==> config.mk <==
export PLATFORM = sky130hd
export DESIGN_NAME = sdc_config_regs
export DESIGN_NICKNAME = d
export VERILOG_FILES = /design/src/rtl/sdc_pkg.sv /design/src/rtl/sdc_config_regs.sv /design/src/rtl/sdc_ext_clk_mon.sv
export SDC_FILE = /design/constraint.sdc
export NUM_CORES = 1
export LEC_CHECK = 0
export BUFFER_PORTS_ARGS = -buffer_cell sky130_fd_sc_hd__buf_4
export CORE_ASPECT_RATIO = 1.75
export CORE_MARGIN = 4
export CORE_UTILIZATION = 59
export DETAILED_ROUTE_END_ITERATION = 8
export PLACE_DENSITY = 0.85
export SKIP_CTS_REPAIR_TIMING = 1
export SLEW_MARGIN = 20
export SYNTH_ARGS = -nofsm -noshare
export SYNTH_HDL_FRONTEND = slang
export SYNTH_HIERARCHICAL = 1
export SYNTH_SLANG_ARGS = --single-unit
export TNS_END_PERCENT = 30
==> constraint.sdc <==
create_clock -name mclk_in -period 3.7 [get_ports mclk_in]
set_clock_uncertainty 0.05 [all_clocks]
set_input_delay 0.925 -clock mclk_in [delete_from_list [all_inputs] [get_ports mclk_in]]
set_output_delay 0.925 -clock mclk_in [all_outputs]
set_load 0.01 [all_outputs]
==> src/rtl/sdc_pkg.sv <==
/*
 * Constants for the serial interface and dimming configuration registers:
 * register addresses, field positions, reset values and timing figures.
 * Assumes a 40 MHz device clock and an upstream serial front end that
 * presents each finished frame as one strobe with its decoded fields.
 */
package sdc_pkg;
    localparam int ADDR_W = 6;
    localparam int DATA_W = 13;
    localparam int CID_W = 5;
    localparam int EDGE_W = 8;
    localparam int SLEW_W = 3;
    localparam int DIV_W = 2;
    localparam int SRC_W = 2;

    localparam logic [ADDR_W-1:0] ADDR_RUN = 6'h01;
    localparam logic [ADDR_W-1:0] ADDR_IFC = 6'h02;
    localparam logic [ADDR_W-1:0] ADDR_GEN = 6'h03;

    localparam int RUN_EN_BIT = 0;
    localparam int IFC_CID_LSB = 8;
    localparam int IFC_CLK_BIT = 7;
    localparam int IFC_CRC_BIT = 6;
    localparam int IFC_WR_BIT = 5;
    localparam int IFC_RD_BIT = 4;
    localparam int IFC_CS_BIT = 2;
    localparam int IFC_SCLK_BIT = 1;
    localparam int IFC_SDI_BIT = 0;
    localparam int GEN_VTH_BIT = 8;
    localparam int GEN_SLEW_LSB = 4;
    localparam int GEN_DIV_LSB = 2;
    localparam int GEN_SRC_LSB = 0;

    localparam logic [CID_W-1:0] CID_RST = 5'h01;
    localparam logic PULL_RST = 1'b1;
    localparam logic RUN_RST = 1'b0;
    localparam logic VTH_RST = 1'b0;
    localparam logic [SLEW_W-1:0] SLEW_RST = 3'h0;
    localparam logic [DIV_W-1:0] DIV_RST = 2'h0;
    localparam logic [SRC_W-1:0] SRC_RST = 2'h0;

    localparam logic [EDGE_W-1:0] FRAME_EDGES = 8'h20;
    localparam logic [SRC_W-1:0] SRC_INT_OUT = 2'h1;
    localparam int SRC_EXT_BIT = 1;

    localparam int DIM_BASE_LOG2 = 12;
    localparam int MCLK_PERIOD_PS = 25000;
    localparam int EXT_MIN_PERIOD_NS = 10000;
    localparam int EXT_LIMIT_CYCLES = (EXT_MIN_PERIOD_NS * 1000) / MCLK_PERIOD_PS;
endpackage

==> src/rtl/sdc_config_regs.sv <==
/*
 * Run, interface and general configuration registers behind the serial
 * port, with frame error checking, dimming cycle generation and clock pin
 * control. Assumes a same-clock serial front end that pulses frame_done_in
 * with the frame's decoded fields, and sibling blocks that claim their own
 * addresses through addr_claimed_in.
 */
`timescale 1ns/1ps
module sdc_config_regs #(
    parameter int DIM_LOG2 = sdc_pkg::DIM_BASE_LOG2,
    parameter int EXT_LIMIT = sdc_pkg::EXT_LIMIT_CYCLES
) (
    input wire logic mclk_in, // Device clock, 40 MHz
    input wire logic rst_n_in, // Async reset, active low
    input wire logic ce_in, // Clock enable
    input wire logic frame_done_in, // Frame finished strobe
    input wire logic [sdc_pkg::EDGE_W-1:0] frame_edges_in, // Clock edges seen
    input wire logic frame_crc_ok_in, // CRC check passed
    input wire logic frame_write_in, // Write when high
    input wire logic frame_cluster_in, // Cluster-addressed frame
    input wire logic [sdc_pkg::CID_W-1:0] frame_cid_in, // Received cluster id
    input wire logic [sdc_pkg::ADDR_W-1:0] frame_addr_in, // Register address
    input wire logic [sdc_pkg::DATA_W-1:0] frame_data_in, // Data field
    input wire logic addr_claimed_in, // Address owned elsewhere
    input wire logic ext_clk_pin_in, // CLK pin input level
    output logic frame_accept_out, // Frame taken pulse
    output logic rd_valid_out, // Read data valid pulse
    output logic [sdc_pkg::DATA_W-1:0] rd_data_out, // Read data
    output logic [sdc_pkg::CID_W-1:0] cluster_ident_out, // Stored cluster id
    output logic chip_select_pullup_en_out, // Pull-up on chip_select_n
    output logic sclk_pulldown_en_out, // Pull-down on serial clock
    output logic serial_in_pulldown_en_out, // Pull-down on serial data in
    output logic spi_err_out, // Summary error
    output logic fault_threshold_select_out, // Short threshold select
    output logic [sdc_pkg::SLEW_W-1:0] gate_slew_select_out, // Applied slew
    output logic [sdc_pkg::DIV_W-1:0] dim_div_out, // Divider code
    output logic [sdc_pkg::SRC_W-1:0] clk_src_out, // Clock source code
    output logic clk_pin_out, // CLK pin drive value
    output logic clk_pin_oe_out, // CLK pin output enable
    output logic switch_run_enable_out, // Switches follow program
    output logic dim_cycle_out, // Dimming period end pulse
    output logic config_pending_out, // General config pending
    output logic external_clock_slow_out // External clock too slow
);
    import sdc_pkg::*;
    localparam int DIM_W = DIM_LOG2 + DIV_W + 2;
    function automatic logic is_ours(input logic [ADDR_W-1:0] addr);
        is_ours = (addr == ADDR_RUN) || (addr == ADDR_IFC) || (addr == ADDR_GEN);
    endfunction
    function automatic logic [DIM_W-1:0] dim_last(input logic [DIV_W-1:0] div);
        dim_last = ({{(DIM_W-1){1'b0}}, 1'b1} << (DIM_LOG2 + int'(div))) - 1'b1;
    endfunction

    // Frame checks
    logic [CID_W-1:0] cid_d, cid_q;
    logic edges_bad, crc_bad, cid_miss, known, live;
    logic evt_clk, evt_crc, evt_wr, evt_rd, acc, acc_wr, acc_rd, clr;
    always_comb
    begin
        edges_bad = (frame_edges_in != FRAME_EDGES);
        crc_bad = ~frame_crc_ok_in;
        cid_miss = frame_cluster_in && (frame_cid_in != cid_q);
        known = is_ours(frame_addr_in) || addr_claimed_in;
        evt_clk = frame_done_in && edges_bad;
        evt_crc = frame_done_in && !edges_bad && crc_bad;
        // Mismatched cluster frames are dropped silently, no flag raised
        live = frame_done_in && !edges_bad && !crc_bad && !cid_miss;
        evt_wr = live && (frame_write_in ? !known : (frame_data_in != '0));
        evt_rd = live && !frame_write_in && (frame_data_in == '0) && !known;
        acc = live && !evt_wr && !evt_rd;
        acc_wr = acc && frame_write_in && is_ours(frame_addr_in);
        acc_rd = acc && !frame_write_in && is_ours(frame_addr_in);
        clr = acc_rd && (frame_addr_in == ADDR_IFC);
    end

    // Interface and run registers
    logic cs_pu_d, cs_pu_q, sclk_pd_d, sclk_pd_q, sdi_pd_d, sdi_pd_q;
    logic clk_err_d, clk_err_q, crc_err_d, crc_err_q;
    logic wr_err_d, wr_err_q, rd_err_d, rd_err_q;
    logic spi_err_d, spi_err_q, run_d, run_q;
    always_comb
    begin
        cid_d = cid_q;
        cs_pu_d = cs_pu_q;
        sclk_pd_d = sclk_pd_q;
        sdi_pd_d = sdi_pd_q;
        run_d = run_q;
        if (acc_wr && frame_addr_in == ADDR_IFC)
        begin
            cid_d = frame_data_in[IFC_CID_LSB +: CID_W];
            cs_pu_d = frame_data_in[IFC_CS_BIT];
            sclk_pd_d = frame_data_in[IFC_SCLK_BIT];
            sdi_pd_d = frame_data_in[IFC_SDI_BIT];
        end
        if (acc_wr && frame_addr_in == ADDR_RUN)
            run_d = frame_data_in[RUN_EN_BIT];
        // Set terms applied after the clear so a fresh event survives
        clk_err_d = (clk_err_q && !clr) || evt_clk;
        crc_err_d = (crc_err_q && !clr) || evt_crc;
        wr_err_d = (wr_err_q && !clr) || evt_wr;
        rd_err_d = (rd_err_q && !clr) || evt_rd;
        spi_err_d = clk_err_d | crc_err_d | wr_err_d | rd_err_d;
    end
    always_ff @(posedge mclk_in or negedge rst_n_in)
    begin
        if (!rst_n_in)
        begin
            cid_q <= CID_RST;
            cs_pu_q <= PULL_RST;
            sclk_pd_q <= PULL_RST;
            sdi_pd_q <= PULL_RST;
            clk_err_q <= 1'b0;
            crc_err_q <= 1'b0;
            wr_err_q <= 1'b0;
            rd_err_q <= 1'b0;
            spi_err_q <= 1'b0;
            run_q <= RUN_RST;
        end
        else if (ce_in)
        begin
            cid_q <= cid_d;
            cs_pu_q <= cs_pu_d;
            sclk_pd_q <= sclk_pd_d;
            sdi_pd_q <= sdi_pd_d;
            clk_err_q <= clk_err_d;
            crc_err_q <= crc_err_d;
            wr_err_q <= wr_err_d;
            rd_err_q <= rd_err_d;
            spi_err_q <= spi_err_d;
            run_q <= run_d;
        end
    end

    // General register, applied slew and pending flag
    logic vth_d, vth_q, pend_d, pend_q;
    logic [SLEW_W-1:0] slew_d, slew_q, slew_act_d, slew_act_q;
    logic [DIV_W-1:0] div_d, div_q;
    logic [SRC_W-1:0] src_d, src_q;
    logic dim_tick;
    always_comb
    begin
        vth_d = vth_q;
        slew_d = slew_q;
        div_d = div_q;
        src_d = src_q;
        if (acc_wr && frame_addr_in == ADDR_GEN)
        begin
            vth_d = frame_data_in[GEN_VTH_BIT];
            slew_d = frame_data_in[GEN_SLEW_LSB +: SLEW_W];
            div_d = frame_data_in[GEN_DIV_LSB +: DIV_W];
            src_d = frame_data_in[GEN_SRC_LSB +: SRC_W];
        end
        // Slew lands on a period boundary, or at once while run is off, to avoid a glitched gate edge
        slew_act_d = (dim_tick || !run_q) ? slew_q : slew_act_q;
        pend_d = (pend_q && !(dim_tick || !run_q))
            || (acc_wr && frame_addr_in == ADDR_GEN);
    end

    always_ff @(posedge mclk_in or negedge rst_n_in)
    begin
        if (!rst_n_in)
        begin
            vth_q <= VTH_RST;
            slew_q <= SLEW_RST;
            slew_act_q <= SLEW_RST;
            div_q <= DIV_RST;
            src_q <= SRC_RST;
            pend_q <= 1'b0;
        end
        else if (ce_in)
        begin
            vth_q <= vth_d;
            slew_q <= slew_d;
            slew_act_q <= slew_act_d;
            div_q <= div_d;
            src_q <= src_d;
            pend_q <= pend_d;
        end
    end

    // Dimming counter and clock pin
    logic ext_edge, ext_slow, src_tick;
    logic [DIM_W-1:0] dim_cnt_d, dim_cnt_q;
    logic dim_cyc_d, dim_cyc_q, pin_d, pin_q, oe_d, oe_q;
    sdc_ext_clk_mon #(
        .LIMIT_CYCLES(EXT_LIMIT)
    ) u_ext_mon (
        .mclk_in(mclk_in),
        .rst_n_in(rst_n_in),
        .ce_in(ce_in),
        .pin_in(ext_clk_pin_in),
        .watch_in(src_q[SRC_EXT_BIT]),
        .edge_out(ext_edge),
        .slow_out(ext_slow)
    );

    always_comb
    begin
        src_tick = src_q[SRC_EXT_BIT] ? ext_edge : 1'b1;
        dim_tick = run_q && src_tick && (dim_cnt_q >= dim_last(div_q));
        dim_cnt_d = dim_cnt_q;
        if (!run_q || dim_tick)
            dim_cnt_d = '0;
        else if (src_tick)
            dim_cnt_d = dim_cnt_q + 1'b1;
        dim_cyc_d = dim_tick;
        // Internal reference leaves the pin at half the device clock
        oe_d = (src_d == SRC_INT_OUT);
        pin_d = oe_d ? ~pin_q : 1'b0;
    end
    always_ff @(posedge mclk_in or negedge rst_n_in)
    begin
        if (!rst_n_in)
        begin
            dim_cnt_q <= '0;
            dim_cyc_q <= 1'b0;
            pin_q <= 1'b0;
            oe_q <= 1'b0;
        end
        else if (ce_in)
        begin
            dim_cnt_q <= dim_cnt_d;
            dim_cyc_q <= dim_cyc_d;
            pin_q <= pin_d;
            oe_q <= oe_d;
        end
    end

    // Frame answer
    logic acc_d, acc_q, rdv_d, rdv_q;
    logic [DATA_W-1:0] rdat_d, rdat_q;
    always_comb
    begin
        acc_d = acc;
        rdv_d = acc_rd;
        rdat_d = rdat_q;
        if (acc_rd)
        begin
            rdat_d = '0;
            // Flags go out as they stand, before the clear lands
            unique case (frame_addr_in)
                ADDR_RUN: rdat_d[RUN_EN_BIT] = run_q;
                ADDR_IFC: rdat_d = {cid_q, clk_err_q, crc_err_q, wr_err_q, rd_err_q, 1'b0,
                    cs_pu_q, sclk_pd_q, sdi_pd_q};
                ADDR_GEN: rdat_d = {4'h0, vth_q, 1'b0, slew_q, div_q, src_q};
            endcase
        end
    end
    always_ff @(posedge mclk_in or negedge rst_n_in)
    begin
        if (!rst_n_in)
        begin
            acc_q <= 1'b0;
            rdv_q <= 1'b0;
            rdat_q <= '0;
        end
        else if (ce_in)
        begin
            acc_q <= acc_d;
            rdv_q <= rdv_d;
            rdat_q <= rdat_d;
        end
    end

    assign frame_accept_out = acc_q;
    assign rd_valid_out = rdv_q;
    assign rd_data_out = rdat_q;
    assign cluster_ident_out = cid_q;
    assign chip_select_pullup_en_out = cs_pu_q;
    assign sclk_pulldown_en_out = sclk_pd_q;
    assign serial_in_pulldown_en_out = sdi_pd_q;
    assign spi_err_out = spi_err_q;
    assign fault_threshold_select_out = vth_q;
    assign gate_slew_select_out = slew_act_q;
    assign dim_div_out = div_q;
    assign clk_src_out = src_q;
    assign clk_pin_out = pin_q;
    assign clk_pin_oe_out = oe_q;
    assign switch_run_enable_out = run_q;
    assign dim_cycle_out = dim_cyc_q;
    assign config_pending_out = pend_q;
    assign external_clock_slow_out = ext_slow;
endmodule

==> src/rtl/sdc_ext_clk_mon.sv <==
/*
 * External dimming clock monitor: synchronises the clock pin, emits one
 * pulse per rising edge and flags a clock whose period runs too long.
 * Assumes the pin toggles well below half the device clock rate.
 */
`timescale 1ns/1ps
module sdc_ext_clk_mon #(
    parameter int LIMIT_CYCLES = sdc_pkg::EXT_LIMIT_CYCLES
) (
    input wire logic mclk_in, // Device clock
    input wire logic rst_n_in, // Async reset, active low
    input wire logic ce_in, // Clock enable
    input wire logic pin_in, // Raw clock pin
    input wire logic watch_in, // External source selected
    output logic edge_out, // One pulse per rising edge
    output logic slow_out // Period too long
);
    import sdc_pkg::*;

    localparam int CNT_W = $clog2(LIMIT_CYCLES + 1);
    localparam logic [CNT_W-1:0] LIMIT = CNT_W'(LIMIT_CYCLES);

    logic sync1_q, sync2_q, prev_q;
    logic edge_d, edge_q, slow_d, slow_q;
    logic [CNT_W-1:0] cnt_d, cnt_q;

    always_comb
    begin
        edge_d = sync2_q & ~prev_q;
        cnt_d = cnt_q;
        slow_d = slow_q;
        if (!watch_in || edge_d)
        begin
            cnt_d = '0;
            slow_d = 1'b0;
        end
        else if (cnt_q != LIMIT)
        begin
            cnt_d = cnt_q + 1'b1;
            slow_d = (cnt_d == LIMIT);
        end
    end

    always_ff @(posedge mclk_in or negedge rst_n_in)
    begin
        if (!rst_n_in)
        begin
            sync1_q <= 1'b0;
            sync2_q <= 1'b0;
            prev_q <= 1'b0;
            edge_q <= 1'b0;
            slow_q <= 1'b0;
            cnt_q <= '0;
        end
        else if (ce_in)
        begin
            sync1_q <= pin_in;
            sync2_q <= sync1_q;
            prev_q <= sync2_q;
            edge_q <= edge_d;
            slow_q <= slow_d;
            cnt_q <= cnt_d;
        end
    end

    assign edge_out = edge_q;
    assign slow_out = slow_q;
endmodule

# Yosys cells after proc, flatten, opt, wreduce, memory -nomap -nowiden
# Cells that the tools add are included.
[word_totals] output_inout_bits=38 inputBits=41 ff_bits=74
[classes] n_shift=1 n_eq_ne=8 order_cmp=1 n_addsub=4 n_mux=12 bitwise=7 reduce_logical=58
[op_table] cell="$mux 16" n=2
[op_table] cell="$logic_and 1x1->1" n=27
[op_table] cell="$pmux 12 s2" n=1
[op_table] cell="$mux 9" n=2
[op_table] cell="$add 16x1->16 const B" n=1
[op_table] cell="$ge 16x16->1" n=1
[op_table] cell="$shl 1x5->16 const A" n=1
[op_table] cell="$sub 16x1->16 const B" n=1
[op_table] cell="$reduce_and 2->1" n=7
[op_table] cell="$logic_not 13->1" n=1
[op_table] cell="$reduce_bool 13->1" n=1
[op_table] cell="$eq 6x2->1 const B" n=2
[op_table] cell="$logic_not 1->1" n=10
[op_table] cell="$logic_or 1x1->1" n=10
[op_table] cell="$add 9x1->9 const B" n=1
[op_table] cell="$eq 9x9->1 const B" n=1
[op_table] cell="$ne 9x9->1 const B" n=1
[op_table] cell="$ne 8x6->1 const B" n=1
[op_table] cell="$eq 6x1->1 const B" n=1
[op_table] cell="$add 4x2->5 const A" n=1
[op_table] cell="$mux 1" n=5
[op_table] cell="$ne 5x5->1" n=1
[op_table] cell="$reduce_bool 2->1" n=2
[op_table] cell="$not 1->1" n=3
[op_table] cell="5 further kinds" n=7

# Depth between registers and ports, before layout
[logic_depth] ltp_word=19 ltp_mapped=8 ltp_nobuf=7

# Cells and area by module
# The synthesis kept the hierarchy.
[modules_own_cells] module="sdc_config_regs" seq_area_each_um2=1506.4 area_per_inst_um2=3020.4 cells_per_inst=276 instances=1
[modules_own_cells] module="sdc_ext_clk_mon" seq_area_each_um2=350.3 area_per_inst_um2=807.0 cells_per_inst=82 instances=1

# Worst setup path after synthesis
# No wires, ideal clock.
[synth_timing] path_type="input to register" from="input frame_cid_in[4] (netlist bit)" to="register src_q[0], in the netlist clk_src_out[0]" required_ns=3.525 arrival_time_ns=2.343 setup_slack_ns=1.182 cell_stages=5 setup_time_ns=0.125 cell_sequence="xor2_1 -> nor3_1 -> a21boi_2 -> nor4_4 -> mux2_2"
[synth_between] elab_chain_cells=13 elab_cells_between_ends=16 cone_classes="eq/ne: 1; mux: 1; reduce/logical: 14"
[synth_rtl] element="start, declared" line="sdc_config_regs.sv:21" source="input wire logic [sdc_pkg::CID_W-1:0] frame_cid_in,"
[synth_rtl] element="$ne 5x5->1 (*)" line="sdc_config_regs.sv:62" source="cid_miss = frame_cluster_in && (frame_cid_in != cid_q);"
[synth_rtl] element="$logic_and 1x1->1 (*)" line="sdc_config_regs.sv:62"
[synth_rtl] element="$logic_not 1->1 (*)" line="sdc_config_regs.sv:67" source="live = frame_done_in && !edges_bad && !crc_bad && !cid_miss;"
[synth_rtl] element="$logic_and 1x1->1 (*)" line="sdc_config_regs.sv:67"
[synth_rtl] element="$logic_and 1x1->1 (3 in a row)" line="sdc_config_regs.sv:69" source="evt_rd = live && !frame_write_in && (frame_data_in == '0) && !known;"
[synth_rtl] element="$logic_not 1->1" line="sdc_config_regs.sv:70" source="acc = live && !evt_wr && !evt_rd;"
[synth_rtl] element="$logic_and 1x1->1 (*)" line="sdc_config_regs.sv:70"
[synth_rtl] element="$logic_and 1x1->1 (*) (2 in a row)" line="sdc_config_regs.sv:71" source="acc_wr = acc && frame_write_in && is_ours(frame_addr_in);"
[synth_rtl] element="$logic_and 1x1->1 (*)" line="sdc_config_regs.sv:146" source="if (acc_wr && frame_addr_in == ADDR_GEN)"
[synth_rtl] element="$mux 2 (*)" line="sdc_config_regs.sv:146"
[synth_rtl] element="end signal, assigned" line="sdc_config_regs.sv:176" source="src_q <= src_d;"
[synth_rtl] element="end, declared" line="sdc_config_regs.sv:138" source="logic [SRC_W-1:0] src_d, src_q;"
# Mark *: on every way between the ends. The rest lies on a longest branch, timed or not.
# A chain may end at the register's enable or synchronous reset.

# Final worst setup path
[layout_timing] from="input frame_addr_in[3] (netlist bit)" to="register cid_q[4], in the netlist cluster_ident_out[4]"
[layout_between] elab_chain_cells=14 elab_cells_between_ends=18 cone_classes="eq/ne: 3; mux: 1; reduce/logical: 14"
[layout_rtl] element="start, declared" line="sdc_config_regs.sv:22" source="input wire logic [sdc_pkg::ADDR_W-1:0] frame_addr_in,"
[layout_rtl] element="$eq 6x1->1 / $eq 6x2->1 (equally long branches)" line="sdc_config_regs.sv:48, sdc_config_regs.sv:88"
[layout_rtl] element="$logic_or 1x1->1 (2 in a row)" line="sdc_config_regs.sv:48" source="is_ours = (addr == ADDR_RUN) || (addr == ADDR_IFC) || (addr == ADDR_GEN);"
[layout_rtl] element="$logic_or 1x1->1" line="sdc_config_regs.sv:63" source="known = is_ours(frame_addr_in) || addr_claimed_in;"
[layout_rtl] element="$logic_not 1->1" line="sdc_config_regs.sv:68, sdc_config_regs.sv:69"
[layout_rtl] element="$mux 1" line="sdc_config_regs.sv:68" source="evt_wr = live && (frame_write_in ? !known : (frame_data_in != '0));"
[layout_rtl] element="$logic_and 1x1->1" line="sdc_config_regs.sv:68"
[layout_rtl] element="$logic_not 1->1" line="sdc_config_regs.sv:70"
[layout_rtl] element="$logic_and 1x1->1 (2 in a row)" line="sdc_config_regs.sv:70"
[layout_rtl] element="$logic_and 1x1->1 (2 in a row)" line="sdc_config_regs.sv:71"
[layout_rtl] element="$logic_and 1x1->1 (*)" line="sdc_config_regs.sv:88" source="if (acc_wr && frame_addr_in == ADDR_IFC)"
[layout_rtl] element="$reduce_and 2->1 (no source line) (*)"
[layout_rtl] element="end signal, assigned" line="sdc_config_regs.sv:121" source="cid_q <= cid_d;"
[layout_rtl] element="end, declared" line="sdc_config_regs.sv:55" source="logic [CID_W-1:0] cid_d, cid_q;"
# Marked as above.

==> results.txt <==
----------------------------------------------------
[Status]
  Run status ... finished, final reports clean

[Min path]
  Class of the tightest hold or removal check ... register to register

[Synth]
  Fraction of the yosys area taken by sequential cells ... 48.5%
  Most instantiated flip-flop cell in the synthesis netlist ... sky130_fd_sc_hd__dfrtp_1
  Cell area after technology mapping ... 3830 µm²
  Avg Synthesized Cell Area ... 10.7 µm²
  Share of flip-flops with an asynchronous set or reset after synthesis ... 100%
  YS warnings ... 6
  Post-synth net total ... 405
  Cells after Synth ... 358
  Post-synthesis sequential element count ... 74
  Count of flip-flops with a built-in enable after synthesis ... 0
  Cell variety after synth ... 60

[Pwr]
  Peak supply drop ... 0.291 mV
  Sw Pwr ... 0.355 mW
  Leakage ... 2.18 nW
  Register share of total power ... 51.2%
  Power per cell area ... 344 nW/µm²
  Logic pwr share ... 7.1%
  Switching part of the total power ... 22.1%
  Clock network fraction of total power ... 41.7%
  Tot Pwr ... 1.61 mW
  Internal power ... 1.25 mW

[Drt]
  Routed vias ... 3082
  Final ANT Viol Nets ... 0
  Aggregate routed wire length ... 9.26 mm
  TritonRoute pass-1 iters ... 4
  Number of violations reported at the end of detailed-routing iteration 0 ... 276
  Routed wire per std cell ... 17.7 µm
  Avg Vias per Cell ... 5.90
  Total DRC errors in the routed layout ... 0

[Clock network]
  Clock insertion delay at the later pin of the skew report ... 350 ps
  Number of buffers created by CTS ... 9
  CTS tree ... done
  Clock tree root buffer cell ... sky130_fd_sc_hd__clkbuf_8
  Clock slew at the register clock pins of the worst setup and hold paths ... 80 ps
  Clock Sinks ... 74
  Buffer levels on the longest clock path ... 2
  Number of levels in the clock H-tree ... 3

[GRT]
  Tot GR Track Use ... 25.8%
  GRT Residual Overflow ... 0
  Layer with the highest usage after global routing ... met2
  Met2 capacity usage during global routing ... 43.6%
  Number of antenna violations at the first check in global routing ... 0
  Met3 demand-to-capacity share in global routing ... 4.81%
  Met1 GRT Util ... 31.3%
  Vias in the first global route ... 3168
  Global-route wire length before repair ... 15.2 mm
  Maximum number of pins on one net before global-route repair ... 75

[STA]
  Slew Limit Fails ... 0
  Highest Clock Rate ... 362 MHz
  Post-Route Setup TNS ... 0 ps
  Unrepaired setup endpoints after global routing ... no
  Number of setup violations in the final report ... 0
  Least-Margin Pin Slew ... 928 ps
  Clock period minus worst slack ... 2760 ps
  Final Hold Vio Count ... 0
  Worst relative slew slack ... 38.1%
  Post-route clock period utilization ... 74.7%

[Flow run]
  Max-cap viol count ... 0

[Finish]
  Leading cell types in the layout, fill and taps excluded ... sky130_fd_sc_hd__buf_4 (79), sky130_fd_sc_hd__dfrtp_1 (70), sky130_fd_sc_hd__nor2_1 (42), sky130_fd_sc_hd__mux2_2 (32), sky130_fd_sc_hd__nand2_1 (27)
  Area growth from synthesis to final layout ... 22.1%
  Antenna diode instance count ... 0
  Area of all sequential standard cells ... 1860 µm²
  Share of post-route cells with drive strength above 1 ... 33.0%
  Multi-input gate area in the final layout ... 1830 µm²
  Commonest non-fill, non-tap cell in the layout ... sky130_fd_sc_hd__buf_4
  Number of inserted filler cells in the final layout ... 451
  Final net count ... 484

[Critical path]
  Category of the worst setup path launch point ... input port
  Longest individual stage delay on the worst path ... 430 ps
  Worst-path maximum fanout ... 11
  Crit path kind ... input port to register
  Required time worst endpoint ... 3880 ps
  Type of element capturing the critical path ... register
  CP Cell Sequence ... buf_4, nor4_4, nand2_1, nor3_1, nand4_2, mux2_2
  Worst-path cell with the longest stage delay ... sky130_fd_sc_hd__nor3_1
  Arrival time reported for the critical path endpoint ... 2950 ps

[Placed design]
  PortBufs ... 78
  Placer congestion estimate ... 0.842
  Detailed placer's ending HPWL ... 6.76 mm

[Floorplan]
  Floorplan Core Area ... 6280 µm²
  Number of standard-cell rows in the floorplan ... 38
  Initial Utilization ... 61.0%
  Die Wd ... 68.9 µm
  Number of placed I/O pins ... 79
  Die Footprint ... 7890 µm²
  Die outline height ... 115 µm

----------------------------------------------------
-- Yosys cell counts (2+ instances only) --
cell | n | share of area [%]
sky130_fd_sc_hd__dfrtp_1 | 70 | 46
sky130_fd_sc_hd__nor2_1 | 42 | 4.1
sky130_fd_sc_hd__mux2_2 | 32 | 9.4
sky130_fd_sc_hd__nand2_1 | 27 | 2.6
sky130_fd_sc_hd__inv_1 | 20 | 2.0
sky130_fd_sc_hd__nand3_1 | 13 | 1.7
sky130_fd_sc_hd__xnor2_1 | 13 | 3.0
sky130_fd_sc_hd__xor2_1 | 9 | 2.1
sky130_fd_sc_hd__nand4_1 | 8 | 1.3
sky130_fd_sc_hd__nor3_1 | 8 | 1.0
sky130_fd_sc_hd__o21ai_0 | 8 | 1.0
sky130_fd_sc_hd__mux2i_1 | 7 | 1.8
sky130_fd_sc_hd__ha_1 | 6 | 2.0
sky130_fd_sc_hd__a22o_1 | 5 | 1.1
sky130_fd_sc_hd__clkbuf_1 | 5 | 0.49
sky130_fd_sc_hd__a21oi_1 | 4 | 0.52
sky130_fd_sc_hd__and2_1 | 4 | 0.65
sky130_fd_sc_hd__and3_1 | 4 | 0.65
sky130_fd_sc_hd__dfstp_2 | 4 | 2.7
sky130_fd_sc_hd__nor4_1 | 4 | 0.65
sky130_fd_sc_hd__a31oi_1 | 3 | 0.49
sky130_fd_sc_hd__a32o_1 | 3 | 0.78
sky130_fd_sc_hd__and4_1 | 3 | 0.69
sky130_fd_sc_hd__nor3b_1 | 3 | 0.59
sky130_fd_sc_hd__o21ai_1 | 3 | 0.39
sky130_fd_sc_hd__o22ai_1 | 3 | 0.49
sky130_fd_sc_hd__o31ai_1 | 3 | 0.59
sky130_fd_sc_hd__a211oi_1 | 2 | 0.39
sky130_fd_sc_hd__buf_2 | 2 | 0.26
sky130_fd_sc_hd__buf_6 | 2 | 0.59
sky130_fd_sc_hd__nand3b_1 | 2 | 0.39
sky130_fd_sc_hd__nand4_2 | 2 | 0.65
sky130_fd_sc_hd__nor4_4 | 2 | 1.1
sky130_fd_sc_hd__o21bai_1 | 2 | 0.39
sky130_fd_sc_hd__o2bb2ai_1 | 2 | 0.46
sky130_fd_sc_hd__o32ai_1 | 2 | 0.46
sky130_fd_sc_hd__or2_2 | 2 | 0.33
sky130_fd_sc_hd__or4_1 | 2 | 0.39
-- critical path, delay by kind of cell --
family	cells	cell delay [ps]
simple gates	4	1520
mux	1	370
buf+inv	1	120
-- registers in the layout, indices dropped and copies added, names as in the netlist, 2 cells and up --
register and count:
clk_src_out 2, u_ext_mon/cnt_q 9, rd_data_out 13, gate_slew_select_out 3, slew_q 3, cluster_ident_out 5
dim_div_out 2, dim_cnt_q 16
-- per-layer routing --
layer  share of wire (%)  up-vias  wire, µm
met5                   0        -         0
met4                 3.0        0       274
met3                 5.7       25       530
met2                  53      114      4880
met1                  39     1508      3580
li1                    -     1435         -
-- worst paths after layout --
path | start | end | slack, ps | depth (start not counted)
max | frame_addr_in[3] | cluster_ident_out[4] | 940 | 6
min | frame_accept_out | frame_accept_out | 450 | 1
max reg2reg | dim_div_out[1] | dim_cnt_q[3] | 1380 | 8
min reg2reg | frame_accept_out | frame_accept_out | 450 | 1
max in group asynchronous | rst_n_in | dim_cnt_q[15] | 2340 | 1
min in group asynchronous | rst_n_in | rd_valid_out | 650 | 1
-- layout make-up --
cell class / count / area share, %
clock buffer: 15 / 3.99
inverter: 20 / 1.61
timing repair buffer: 79 / 12.7
clock inverter: 1 / 0.642
multi-input combinational: 253 / 39.2
sequential: 74 / 39.7
tap: 80 / 2.14
-- logic make-up after synthesis --
| kind of cell | Yosys count | synth area share (%) |
|---|---|---|
| compound gates | 50 | 10.1 |
| xor+xnor | 22 | 5.03 |
| fa+ha+maj | 6 | 1.96 |
| buf+inv | 31 | 3.60 |
| flops | 74 | 48.5 |
| mux | 39 | 11.2 |
| simple gates | 136 | 19.5 |
-- per-stage QoR --
step           hold WS [ps]  cells  setup WS, ps  utilization, %  area, µm²
3_5_place_dp            441    506           648            71.0       4460
2_1_floorplan           425    358          1180               -       3830
5_1_grt                 473    522           767            74.5       4670
3_3_place_gp            431    506           766            71.0       4460
4_1_cts                 458    522           962            74.5       4670
6_report                454    522           937            74.5       4670
-- power by group through the flow --
stage / clock [mW] / combinational, mW / sequential (mW)
6_report: 0.672 / 0.114 / 0.823
3_5_place_dp: 0 / 0.115 / 0.839
2_1_floorplan: 0 / 0.0475 / 0.837
5_1_grt: 0.712 / 0.127 / 0.824
3_3_place_gp: 0 / 0.113 / 0.838
4_1_cts: 0.678 / 0.115 / 0.823
Note: power is estimated with default switching activity, not from simulation.
